$ cat config.mk
export PLATFORM = sky130hd
export DESIGN_NAME = cgc_clock_gen_control
export DESIGN_NICKNAME = d
export VERILOG_FILES = /design/src/cgc_clock_gen_control.v /design/src/cgc_sync.v /design/src/cgc_lock_timer.v
export VERILOG_INCLUDE_DIRS = /design/src
export SDC_FILE = /design/constraint.sdc
export NUM_CORES = 1
export LEC_CHECK = 0
export BUFFER_PORTS_ARGS = -buffer_cell sky130_fd_sc_hd__buf_4
export CAP_MARGIN = 10
export CELL_PAD_IN_SITES_DETAIL_PLACEMENT = 1
export CELL_PAD_IN_SITES_GLOBAL_PLACEMENT = 1
export CORE_MARGIN = 4
export CORE_UTILIZATION = 41
export DETAILED_ROUTE_END_ITERATION = 10
export PLACE_DENSITY_LB_ADDON = 0.08
export SLEW_MARGIN = 20
export SYNTH_ARGS = -nofsm -noshare
export SYNTH_HDL_FRONTEND = slang
export SYNTH_SLANG_ARGS = --single-unit
$ cat constraint.sdc
create_clock -name CLK -period 3.8 [get_ports CLK]
set_clock_uncertainty 0.1 [all_clocks]
set_input_delay 0.38 -clock CLK [delete_from_list [all_inputs] [get_ports CLK]]
set_output_delay 0.38 -clock CLK [all_outputs]
set_load 0.01 [all_outputs]
$ cat src/cgc_regs.vh
// Register map, field positions, reset values and timing counts of the clock control block.
// Assumes a 32-bit APB slave at 125 MHz; offsets are word indices, byte address is four times the index.
`ifndef CGC_REGS_VH
`define CGC_REGS_VH

// Register indices, kept as printed; the byte address is the index times four.
`define CGC_IDX_PLL_LOCK_STATUS 16'h00a3
`define CGC_IDX_CRYSTAL_CTRL2 16'h2861
`define CGC_IDX_CLOCK_SELECT 16'h2867
`define CGC_IDX_PLL_CONTROL 16'h2868
`define CGC_IDX_ANALOG_STATE 16'h286b
`define CGC_IDX_IRQ_STATUS 16'h2870
`define CGC_IDX_IRQ_MASK 16'h2871
`define CGC_IDX_MULT_STATUS 16'h2872

// Crystal control two fields.
`define CGC_CRY2_RESERVED6 6
`define CGC_CRY2_OSC_MON 5
`define CGC_CRY2_CMPB_HI 3
`define CGC_CRY2_CMPB_LO 2
`define CGC_CRY2_WMASK 8'h6f

// Clock select control fields.
`define CGC_CLK_PLL_EN 7
`define CGC_CLK_BG_EN 6
`define CGC_CLK_ADC_HI 5
`define CGC_CLK_ADC_LO 4
`define CGC_CLK_MET_HI 3
`define CGC_CLK_MET_LO 2
`define CGC_CLK_CPU_HI 1
`define CGC_CLK_CPU_LO 0

// PLL control fields.
`define CGC_PLL_DBL2 7
`define CGC_PLL_DBL1 6
`define CGC_PLL_WMASK 8'he0

// Analog state register constant field.
`define CGC_ANA_FIXED 3'h5

// Interrupt status bits.
`define CGC_IRQ_LOCK 0
`define CGC_IRQ_UNLOCK 1
`define CGC_IRQ_XTAL_FAIL 2
`define CGC_IRQ_CMPB 3
`define CGC_IRQ_SEQ_ERR 4
`define CGC_IRQ_BITS 5

// Reset value of all control registers.
`define CGC_RST_VAL 8'h00

// PLL lock delay: time in microseconds and derived cycle count at 125 MHz.
`define CGC_LOCK_TIME_US 100
`define CGC_CLK_MHZ 125
`define CGC_LOCK_CYCLES (`CGC_LOCK_TIME_US * `CGC_CLK_MHZ)

`endif

$ cat src/cgc_clock_gen_control.v
// Clock-generation control block with APB register access.
// Assumes a 125 MHz CLK, an APB master, and analog status inputs synchronous or resynchronised here.
`timescale 1ns/100ps
`include "cgc_regs.vh"
module cgc_clock_gen_control
#(
  parameter LOCK_CYCLES = `CGC_LOCK_CYCLES
)
(
  // Clock and reset.
  input wire CLK,
  input wire SYS_RST,
  // APB slave.
  input wire PSEL,
  input wire PENABLE,
  input wire PWRITE,
  input wire [17:0] PADDR,
  input wire [31:0] PWDATA,
  output reg [31:0] PRDATA,
  output reg PREADY,
  output reg PSLVERR,
  // Analog status inputs.
  input wire XTAL_STOPPED,
  input wire COMPARATOR_B_RAW,
  // Analog control outputs.
  output reg PLL_POWER_ENABLE,
  output reg BANDGAP_POWER_ENABLE,
  output reg OSC_MONITOR_ENABLE,
  output reg [1:0] COMPARATOR_B_POS_SEL,
  output reg COMPARATOR_B_NEG_SEL,
  // Clock multipliers, as factors of each base clock.
  output reg [2:0] ADC_CLOCK_MULTIPLIER,
  output reg [2:0] METERING_CLOCK_MULTIPLIER,
  output reg [5:0] CPU_CLOCK_MULTIPLIER,
  // Interrupt.
  output reg IRQ
);

// One-hot APB handshake states.
localparam ST_IDLE = 2'b01;
localparam ST_ACCESS = 2'b10;

// Positive-input codes: analog input two, analog input one.
localparam POS_IN2 = 2'b01;
localparam POS_IN1 = 2'b10;

reg [1:0] state;
reg [7:0] crystal_control_two;
reg [7:0] clock_select_control;
reg [7:0] pll_control;
reg [`CGC_IRQ_BITS-1:0] irq_status;
reg [`CGC_IRQ_BITS-1:0] irq_mask;
reg lock_q;
reg xtal_q;
reg cmpb_q;
reg [7:0] rd_byte;
reg addr_ok;
reg [`CGC_IRQ_BITS-1:0] next_irq_status;
reg [`CGC_IRQ_BITS-1:0] events;
reg [2:0] next_adc;
reg [2:0] next_met;
reg [5:0] next_cpu;
wire pll_locked_flag;
wire xtal_sync;
wire cmpb_sync;
wire [15:0] idx;
wire wr_now;
wire rd_now;
wire lock_visible;

assign idx = PADDR[17:2];
assign wr_now = (state == ST_ACCESS) && PSEL && PENABLE && PWRITE;
assign rd_now = (state == ST_IDLE) && PSEL && !PENABLE && !PWRITE;

// The lock bit is gated by the register bit as well as by the registered enable, so it
// reads zero from the very cycle in which software clears the PLL enable, before the
// analog side has followed.
assign lock_visible = pll_locked_flag && PLL_POWER_ENABLE && clock_select_control[`CGC_CLK_PLL_EN];

// Maps a two-bit select to a factor of 1, 2 or 4; code 11 falls back to 1.
function [2:0] mult3;
  input [1:0] code;
  begin
    case (code)
      2'b00: mult3 = 3'h1;
      2'b01: mult3 = 3'h2;
      2'b10: mult3 = 3'h4;
      default: mult3 = 3'h1;
    endcase
  end
endfunction

// The lock model sees the registered enables, the same levels that the analog side sees.
cgc_lock_timer #(
  .LOCK_CYCLES(LOCK_CYCLES),
  .CW(24)
) u_lock (
  .clk(CLK),
  .rst(SYS_RST),
  .pll_on(PLL_POWER_ENABLE),
  .bg_on(BANDGAP_POWER_ENABLE),
  .locked(pll_locked_flag)
);

// Both analog status levels are asynchronous to CLK and pass two flip-flops before any use.
cgc_sync u_xtal_sync (
  .clk(CLK),
  .rst(SYS_RST),
  .din(XTAL_STOPPED),
  .dout(xtal_sync)
);

cgc_sync u_cmpb_sync (
  .clk(CLK),
  .rst(SYS_RST),
  .din(COMPARATOR_B_RAW),
  .dout(cmpb_sync)
);

// Address decode and read mux.
always @*
begin
  addr_ok = 1'b1;
  rd_byte = 8'h00;
  case (idx)
    `CGC_IDX_PLL_LOCK_STATUS:
      rd_byte = {7'h00, lock_visible};
    `CGC_IDX_CRYSTAL_CTRL2:
      rd_byte = crystal_control_two;
    `CGC_IDX_CLOCK_SELECT:
      rd_byte = clock_select_control;
    `CGC_IDX_PLL_CONTROL:
      rd_byte = pll_control;
    // Bit 6 and bits 1:0 read zero, and bits 4:2 always read the fixed value five.
    `CGC_IDX_ANALOG_STATE:
      rd_byte = {xtal_sync, 1'b0, cmpb_sync, `CGC_ANA_FIXED, 2'b00};
    `CGC_IDX_IRQ_STATUS:
      rd_byte = {{(8-`CGC_IRQ_BITS){1'b0}}, irq_status};
    `CGC_IDX_IRQ_MASK:
      rd_byte = {{(8-`CGC_IRQ_BITS){1'b0}}, irq_mask};
    // A read-only copy of the CPU factor lets firmware confirm the doubler setting.
    `CGC_IDX_MULT_STATUS:
      rd_byte = {2'b00, CPU_CLOCK_MULTIPLIER};
    default:
      addr_ok = 1'b0;
  endcase
end

// APB handshake: setup, then one access cycle with PREADY high.
always @(posedge CLK or posedge SYS_RST)
begin
  if (SYS_RST)
  begin
    state <= ST_IDLE;
    PREADY <= 1'b0;
    PSLVERR <= 1'b0;
    PRDATA <= 32'h00000000;
  end
  else
  begin
    case (state)
      ST_IDLE:
      begin
        PREADY <= 1'b0;
        PSLVERR <= 1'b0;
        if (PSEL && !PENABLE)
        begin
          state <= ST_ACCESS;
          PREADY <= 1'b1;
          // An unmapped index is answered at once with an error, so firmware never stalls on it.
          PSLVERR <= !addr_ok;
          // Read data are captured at the setup edge and so stand unchanged through the access cycle.
          if (rd_now)
            PRDATA <= {24'h000000, rd_byte};
          else
            PRDATA <= 32'h00000000;
        end
      end
      ST_ACCESS:
      begin
        state <= ST_IDLE;
        PREADY <= 1'b0;
        PSLVERR <= 1'b0;
      end
      default:
      begin
        state <= ST_IDLE;
        PREADY <= 1'b0;
        PSLVERR <= 1'b0;
      end
    endcase
  end
end

// Software-written registers.
always @(posedge CLK or posedge SYS_RST)
begin
  if (SYS_RST)
  begin
    crystal_control_two <= `CGC_RST_VAL;
    clock_select_control <= `CGC_RST_VAL;
    pll_control <= `CGC_RST_VAL;
    irq_mask <= {`CGC_IRQ_BITS{1'b0}};
  end
  else if (wr_now)
  begin
    case (idx)
      // Bits software must keep at zero stay writable so misuse is visible on readback.
      `CGC_IDX_CRYSTAL_CTRL2:
        crystal_control_two <= PWDATA[7:0] & `CGC_CRY2_WMASK;
      `CGC_IDX_CLOCK_SELECT:
        clock_select_control <= PWDATA[7:0];
      `CGC_IDX_PLL_CONTROL:
        pll_control <= PWDATA[7:0] & `CGC_PLL_WMASK;
      `CGC_IDX_IRQ_MASK:
        irq_mask <= PWDATA[`CGC_IRQ_BITS-1:0];
      // Read-only registers and unmapped indices ignore writes.
      default:
        irq_mask <= irq_mask;
    endcase
  end
end

// Multiplier decode.
always @*
begin
  next_adc = mult3(clock_select_control[`CGC_CLK_ADC_HI:`CGC_CLK_ADC_LO]);
  next_met = mult3(clock_select_control[`CGC_CLK_MET_HI:`CGC_CLK_MET_LO]);
  next_cpu = 6'h01 << clock_select_control[`CGC_CLK_CPU_HI:`CGC_CLK_CPU_LO];
  // The second doubler has no effect unless the first one is set.
  if (pll_control[`CGC_PLL_DBL1])
  begin
    next_cpu = next_cpu << 1;
    if (pll_control[`CGC_PLL_DBL2])
      next_cpu = next_cpu << 1;
  end
end

// Control outputs, all from flip-flops.
always @(posedge CLK or posedge SYS_RST)
begin
  if (SYS_RST)
  begin
    PLL_POWER_ENABLE <= 1'b0;
    BANDGAP_POWER_ENABLE <= 1'b0;
    OSC_MONITOR_ENABLE <= 1'b0;
    // Reset routes input two against the reference, as select code 00 does.
    COMPARATOR_B_POS_SEL <= POS_IN2;
    COMPARATOR_B_NEG_SEL <= 1'b0;
    ADC_CLOCK_MULTIPLIER <= 3'h1;
    METERING_CLOCK_MULTIPLIER <= 3'h1;
    CPU_CLOCK_MULTIPLIER <= 6'h01;
  end
  else
  begin
    PLL_POWER_ENABLE <= clock_select_control[`CGC_CLK_PLL_EN];
    BANDGAP_POWER_ENABLE <= clock_select_control[`CGC_CLK_BG_EN];
    OSC_MONITOR_ENABLE <= crystal_control_two[`CGC_CRY2_OSC_MON];
    // Negative select: 0 picks the low-power reference, 1 picks analog input one.
    case (crystal_control_two[`CGC_CRY2_CMPB_HI:`CGC_CRY2_CMPB_LO])
      2'b00:
      begin
        COMPARATOR_B_POS_SEL <= POS_IN2;
        COMPARATOR_B_NEG_SEL <= 1'b0;
      end
      2'b01:
      begin
        COMPARATOR_B_POS_SEL <= POS_IN1;
        COMPARATOR_B_NEG_SEL <= 1'b0;
      end
      default:
      begin
        COMPARATOR_B_POS_SEL <= POS_IN2;
        COMPARATOR_B_NEG_SEL <= 1'b1;
      end
    endcase
    // Registered factors keep decode glitches away from the analog clock tree.
    ADC_CLOCK_MULTIPLIER <= next_adc;
    METERING_CLOCK_MULTIPLIER <= next_met;
    CPU_CLOCK_MULTIPLIER <= next_cpu;
  end
end

// Event detection and sticky interrupt status; a new event wins over a write-one clear.
always @*
begin
  events = {`CGC_IRQ_BITS{1'b0}};
  events[`CGC_IRQ_LOCK] = pll_locked_flag && !lock_q;
  events[`CGC_IRQ_UNLOCK] = !pll_locked_flag && lock_q;
  // Only the stop of the crystal is an event; its restart shows in the analog state register.
  events[`CGC_IRQ_XTAL_FAIL] = xtal_sync && !xtal_q;
  // Either crossing of the comparator counts.
  events[`CGC_IRQ_CMPB] = cmpb_sync != cmpb_q;
  // Flags a PLL enable while the bandgap is off, which software must avoid.
  // The enable is still passed on: flagging the misuse is cheaper than blocking it.
  events[`CGC_IRQ_SEQ_ERR] = clock_select_control[`CGC_CLK_PLL_EN] &&
                             !clock_select_control[`CGC_CLK_BG_EN] && !PLL_POWER_ENABLE;
  next_irq_status = irq_status;
  if (wr_now && idx == `CGC_IDX_IRQ_STATUS)
    next_irq_status = irq_status & ~PWDATA[`CGC_IRQ_BITS-1:0];
  next_irq_status = next_irq_status | events;
end

always @(posedge CLK or posedge SYS_RST)
begin
  if (SYS_RST)
  begin
    irq_status <= {`CGC_IRQ_BITS{1'b0}};
    lock_q <= 1'b0;
    xtal_q <= 1'b0;
    cmpb_q <= 1'b0;
    IRQ <= 1'b0;
  end
  else
  begin
    irq_status <= next_irq_status;
    lock_q <= pll_locked_flag;
    xtal_q <= xtal_sync;
    cmpb_q <= cmpb_sync;
    // Taken from the next status so that the line rises in the same cycle as the flag.
    IRQ <= |(next_irq_status & irq_mask);
  end
end

endmodule

$ cat src/cgc_sync.v
// Two-flop synchroniser for one asynchronous level.
// Assumes CLK of the receiving domain and an asynchronous active-high reset.
`timescale 1ns/100ps
module cgc_sync
(
  // Clock and reset.
  input wire clk,
  input wire rst,
  // Level in and out.
  input wire din,
  output reg dout
);

reg stage1;

always @(posedge clk or posedge rst)
begin
  if (rst)
  begin
    stage1 <= 1'b0;
    dout <= 1'b0;
  end
  else
  begin
    stage1 <= din;
    dout <= stage1;
  end
end

endmodule

$ cat src/cgc_lock_timer.v
// Models PLL lock as a fixed settling count after the PLL and bandgap are both on.
// Assumes one clock; the count restarts whenever either supply enable drops.
`timescale 1ns/100ps
module cgc_lock_timer
#(
  parameter LOCK_CYCLES = 12500,
  parameter CW = 24
)
(
  // Clock and reset.
  input wire clk,
  input wire rst,
  // Enables.
  input wire pll_on,
  input wire bg_on,
  // Lock out.
  output reg locked
);

reg [CW-1:0] count;

always @(posedge clk or posedge rst)
begin
  if (rst)
  begin
    count <= {CW{1'b0}};
    locked <= 1'b0;
  end
  else if (!(pll_on && bg_on))
  begin
    // Without the bandgap the PLL has no reference and cannot settle.
    count <= {CW{1'b0}};
    locked <= 1'b0;
  end
  else if (count == LOCK_CYCLES[CW-1:0] - 1'b1)
    locked <= 1'b1;
  else
    count <= count + 1'b1;
end

endmodule

# [Word level (Yosys, flattened, before mapping)]
# Cells that the tools add are included.
[totals] word_cells=106 ram_bits=0 in_bits=57 latch_bits=0 n_memories=0 out_inout_bits=53 romBits=0 register_bits=114
[op_classes] mul=0 bitwise_logic=4 n_mux=20 shift=1 n_addsub=1 div=0 n_eq_ne=20 n_lt_le_gt_ge=0 n_reduce_logical=33
[op_table] operator="$eq A16 B14 Y1 const B" count=7
[op_table] operator="$pmux W8 S8" count=1
[op_table] operator="$mux W24" count=2
[op_table] operator="$add A24 B1 Y24 const B" count=1
[op_table] operator="$eq A24 B14 Y1 const B" count=1
[op_table] operator="$eq A16 B8 Y1 const B" count=1
[op_table] operator="$logic_and A1 B1 Y1" count=16
[op_table] operator="$mux W6" count=2
[op_table] operator="$pmux W3 S2" count=2
[op_table] operator="$and A5 B5 Y5" count=2
[op_table] operator="$reduce_and A2 Y1" count=5
[op_table] operator="$eq A2 B1 Y1 const B" count=4
[op_table] operator="$logic_not A1 Y1" count=8
[op_table] operator="$mux W1" count=8
[op_table] operator="$mux W8" count=1
[op_table] operator="$reduce_or A8 Y1" count=1
[op_table] operator="$eq A2 B2 Y1 const B" count=3
[op_table] operator="$mux W2" count=3
[op_table] operator="$shl A1 B2 Y6 const A" count=1
[op_table] operator="$mux W5" count=1
[op_table] operator="$not A5 Y5" count=1
[op_table] operator="$or A5 B5 Y5" count=1
[op_table] operator="$reduce_or A5 Y1" count=1
[op_table] operator="$ne A2 B2 Y1 const B" count=2
[op_table] operator="4 further kinds" count=4

# [Depth between registers and ports, before layout]
[depth] ltp_word=9 ltp_mapped=7

# [Cells and area by module]
# A second synthesis with hierarchy kept.
[unflattened] cells_unflattened=430 area_unflattened_um2=4530.6
[by_module_without_submodules] mod="cgc_clock_gen_control" area_per_inst_um2=3100.5 cells_per_inst=286 n_inst=1 seq_area_each_um2=1532.7
[by_module_without_submodules] mod="cgc_lock_timer" area_per_inst_um2=1322.5 cells_per_inst=138 n_inst=1 seq_area_each_um2=625.6
[by_module_without_submodules] mod="cgc_sync" area_per_inst_um2=53.8 cells_per_inst=3 n_inst=2 seq_area_each_um2=50.0

# [Least setup slack after synthesis]
# No wires, ideal clock.
[synth_path] path_type="input to register" startpoint="input PADDR[9]" endpoint="register crystal_control_two[0]" path_stages=7 arrival_time_ns=1.831 path_slack_ns=1.744 path_buffers=2 t_required_ns=3.575 setup_ns=0.125 path_cell_list="and4b_1 -> clkbuf_1 -> nand4_2 -> nor2b_2 -> and2b_1 -> buf_4 -> mux2_2"
[synth_via] elab_chain_cells=2
[synth_rtl] item="start, declared" line="cgc_clock_gen_control.v:17" rtl="input wire [17:0] PADDR,"
[synth_rtl] item="$eq A16 B14 Y1" line="cgc_clock_gen_control.v:207" rtl="case (idx)"
[synth_rtl] item="$reduce_and A2 Y1 (no line)"
[synth_rtl] item="end signal, assigned" line="cgc_clock_gen_control.v:200" rtl="crystal_control_two <= `CGC_RST_VAL;"
[synth_rtl] item="end signal, assigned" line="cgc_clock_gen_control.v:210" rtl="crystal_control_two <= PWDATA[7:0] & `CGC_CRY2_WMASK;"
[synth_rtl] item="end, declared" line="cgc_clock_gen_control.v:48" rtl="reg [7:0] crystal_control_two;"
# Every way passes these cells.
# A chain may end at the register's enable or synchronous reset.

# [Worst setup path in the final report]
[layout_path] startpoint="input PADDR[11]" endpoint="register crystal_control_two[3]"
# The elaborated chain is that of the path after synthesis.

==> results.py <==
metrics = {
    "grt": {
        "grt_usage_pct": 18.4,
        "grt_overflow": 0,
        "grt_pass1_vias": 3567,
        "antenna_found_initial": 0,
        "grt_max_degree": 32,
        "grt_pass1_wl_um": 18600,
    },
    "power": {
        "power_density_nw_per_um2": 341,
        "power_w": 0.00177,
        "ir_drop_v": 0.000155,
        "total_leakage_power_nw": 2.30,
    },
    "sta": {
        "post-route-period-util_pct": 56.8,
        "period_minus_slack_ps": 2160,
        "finalHoldViolations": 0,
        "worst_pin_slew_ps": 877,
        "maxSlewViolCount": 0,
        "max_freq_mhz": 463,
        "setup_viol": 0,
        "rsz0062_at_grt": "no",
        "fin_tns_setup_ps": 0,
        "relSlewSlack_pct": 41.4,
    },
    "logic_synthesis": {
        "synth_edf_count": 0,
        "synth.yosys.seq_area_share_pct": 50.4,
        "synth_seq_cells": 90,
        "syn_inst": 429,
        "syn-mean-instance-area_um2": 10.4,
        "synthTopCellsByArea": "dfrtp_1, buf_4, mux2_2, nor2_1, dfstp_2",
        "synth_top_area_share_pct": 47.5,
        "synth_ff_type": "dfrtp_1",
        "async_reset_ff_share_pct": 100,
        "yosysTopAreaCell": "dfrtp_1",
        "ys_types": 59,
        "ys_warn_count": 0,
        "syn_area_um2": 4480,
    },
    "worst_setup_path": {
        "rr_worst_depth": 5,
        "r2r-end": "u_lock.count[22]",
        "cp-start-kind": "input pin",
        "slowest_stage": "nor4_4",
        "critPathCaptureType": "register",
        "r2r-start": "u_lock.count[2]",
        "cp_cell_sequence": "buf_4 -> nor4_4 -> nand4_2 -> nor2b_2 -> and2b_1 -> mux2_2",
        "worstSetupPathType": "in2reg",
        "arrival_ps": 2290,
        "cp_max_fo": 7,
        "worstPathRequired_ps": 3940,
        "regToRegSetupSlack_ps": 1680,
        "slowest_delay_ps": 540,
        "cp_top_family": "simple AND/OR/NAND/NOR gates",
        "cp_num_buf_inv": 1,
    },
    "detailed_routing": {
        "route.detailed.drc": 0,
        "first_pass_iters": 4,
        "vias": 3370,
        "top_layer_used": "met4",
        "drt-initial-drc-count": 125,
        "met3_length_um": 486,
        "wl_met1_um": 4810,
        "wl_met2_um": 5770,
        "detail-route-antenna-nets": 0,
        "wl_um": 11200,
        "post_drt_via_cell_ratio": 5.34,
        "routedWlPerCell_um": 17.8,
    },
    "cells_and_area": {
        "mostFrequentLayoutCell": "dfrtp_1",
        "nets": 552,
        "diodes": 0,
        "syn_to_final_growth_pct": 15.8,
        "fin_area_um2": 5190,
        "drive_above_1_share_pct": 23.2,
        "n_fill_cell": 1237,
        "final_cell_mix": "dfrtp_1, buf_4, nor2_1, nand2_1, conb_1",
        "final_core_util_pct": 49.6,
    },
    "clock_network": {
        "clock_sinks": 90,
        "clock_tree.root_cell": "clkbuf_8",
        "cts_tree": "done",
        "cts_inserted_buffers": 9,
        "path_clk_slew_ps": 90,
        "cts_max_path_buffers": 2,
        "clk_latency_ps": 350,
        "htree_levels": 3,
    },
    "floorplan": {
        "ios": 110,
        "initial_core_util_pct": 42.8,
        "die-width_um": 113,
        "die_h_um": 113,
        "rows": 37,
        "core-area_um2": 10500,
        "dieArea_um2": 12700,
    },
    "worst_hold_path": {
        "min_from": "XTAL_STOPPED",
        "holdPathStages": 1,
        "holdPathEnd": "u_xtal_sync.stage1",
        "hp-class": "in2reg",
    },
    "placement": {
        "hpwl_um": 8480,
        "portBuffers": 59,
        "place_congestion": 0.818,
        "place_area_um2": 4970,
    },
    "outcome": {
        "status": "complete, no violations",
    },
    "flow_run": {
        "drv_cap": 0,
    },
}
-- how the worst max path moves through the flow --
stage                          startpoint                      end  depth (start not counted)
final                           PADDR[11]   crystal_control_two[3]                          6
after global routing      u_lock.count[2]         u_lock.count[22]                          5
after CTS                 u_lock.count[2]         u_lock.count[22]                          5
after detailed placement        PADDR[11]   crystal_control_two[6]                          6
after global placement          PADDR[11]   crystal_control_two[1]                          6
after floorplan                   SYS_RST  ADC_CLOCK_MULTIPLIER[1]                          1
-- layout make-up --
class                   instances  area, µm²  share of cell area, %
multi-input cells             305       2000                   38.5
repair buffers                 65        493                   9.50
clock inverters                 4       51.3                  0.989
inverters                      19       72.6                   1.40
flip-flops and latches         90       2260                   43.5
clock buffers                  12        145                   2.80
well taps                     136        170                   3.28
-- layer usage --
metal	GRT usage (%)	vias to the layer above
met2	31.4	75
li1	-	1588
met3	3.34	13
met5	0	-
met4	6.57	0
met1	23.3	1694
-- state kept, by name, summed over array words and instances, names as in the netlist, 2 cells and up --
| name | count |
|---|---|
| METERING_CLOCK_MULTIPLIER | 3 |
| pll_control | 3 |
| CPU_CLOCK_MULTIPLIER | 6 |
| irq_status | 5 |
| u_lock.count | 24 |
| irq_mask | 5 |
| ADC_CLOCK_MULTIPLIER | 3 |
| COMPARATOR_B_POS_SEL | 2 |
| state | 2 |
| PRDATA | 8 |
| crystal_control_two | 6 |
| clock_select_control | 8 |
-- logic make-up after synthesis --
logic type               count (synthesis)  share of synthesized area, %
AO/OA/AOI/OAI                           65                          10.2
multiplexers                            22                          5.33
buffers and inverters                   57                          6.93
adder cells (fa/ha/maj)                  5                          1.40
XOR/XNOR                                21                          4.11
AND/OR/NAND/NOR                        168                          21.6
flip-flops                              90                          50.4
other                                    1                        0.0837
-- metrics by stage --
step / instances / hold slack [ps] / setup WS, ps
6_report: 631 / 38.6 / 1640
5_1_grt: 631 / 12.3 / 1470
4_1_cts: 630 / 5.46 / 1660
3_5_place_dp: 613 / 237 / 1290
3_3_place_gp: 613 / 231 / 1310
2_1_floorplan: 452 / 231 / 993
-- synthesized netlist by cell type, types with 7 or more instances --
cell type,number
nand2_1,35
nor2b_1,10
nor3_1,14
o21ai_0,17
buf_4,25
nor2_1,39
nand3_1,9
dfrtp_1,85
a21oi_1,11
clkbuf_1,11
inv_1,19
xnor2_1,13
mux2_2,15
mux2i_1,7
nand4_1,13
xor2_1,8
-- where the power goes --
part | switching, W | internal (W) | total (W)
clock network | 0.000335 | 0.000323 | 0.000658
logic | 0.0000844 | 0.0000527 | 0.000137
registers | 0.00000701 | 0.000970 | 0.000977
total | 0.000426 | 0.00135 | 0.00177
-- repair_timing --
action,CTS,global route
hold buffers,1,1
resized for setup,0,0
hold endpoints to repair,27,1
setup buffers,0,0
No activity file was read; power rests on OpenSTA's default activity.
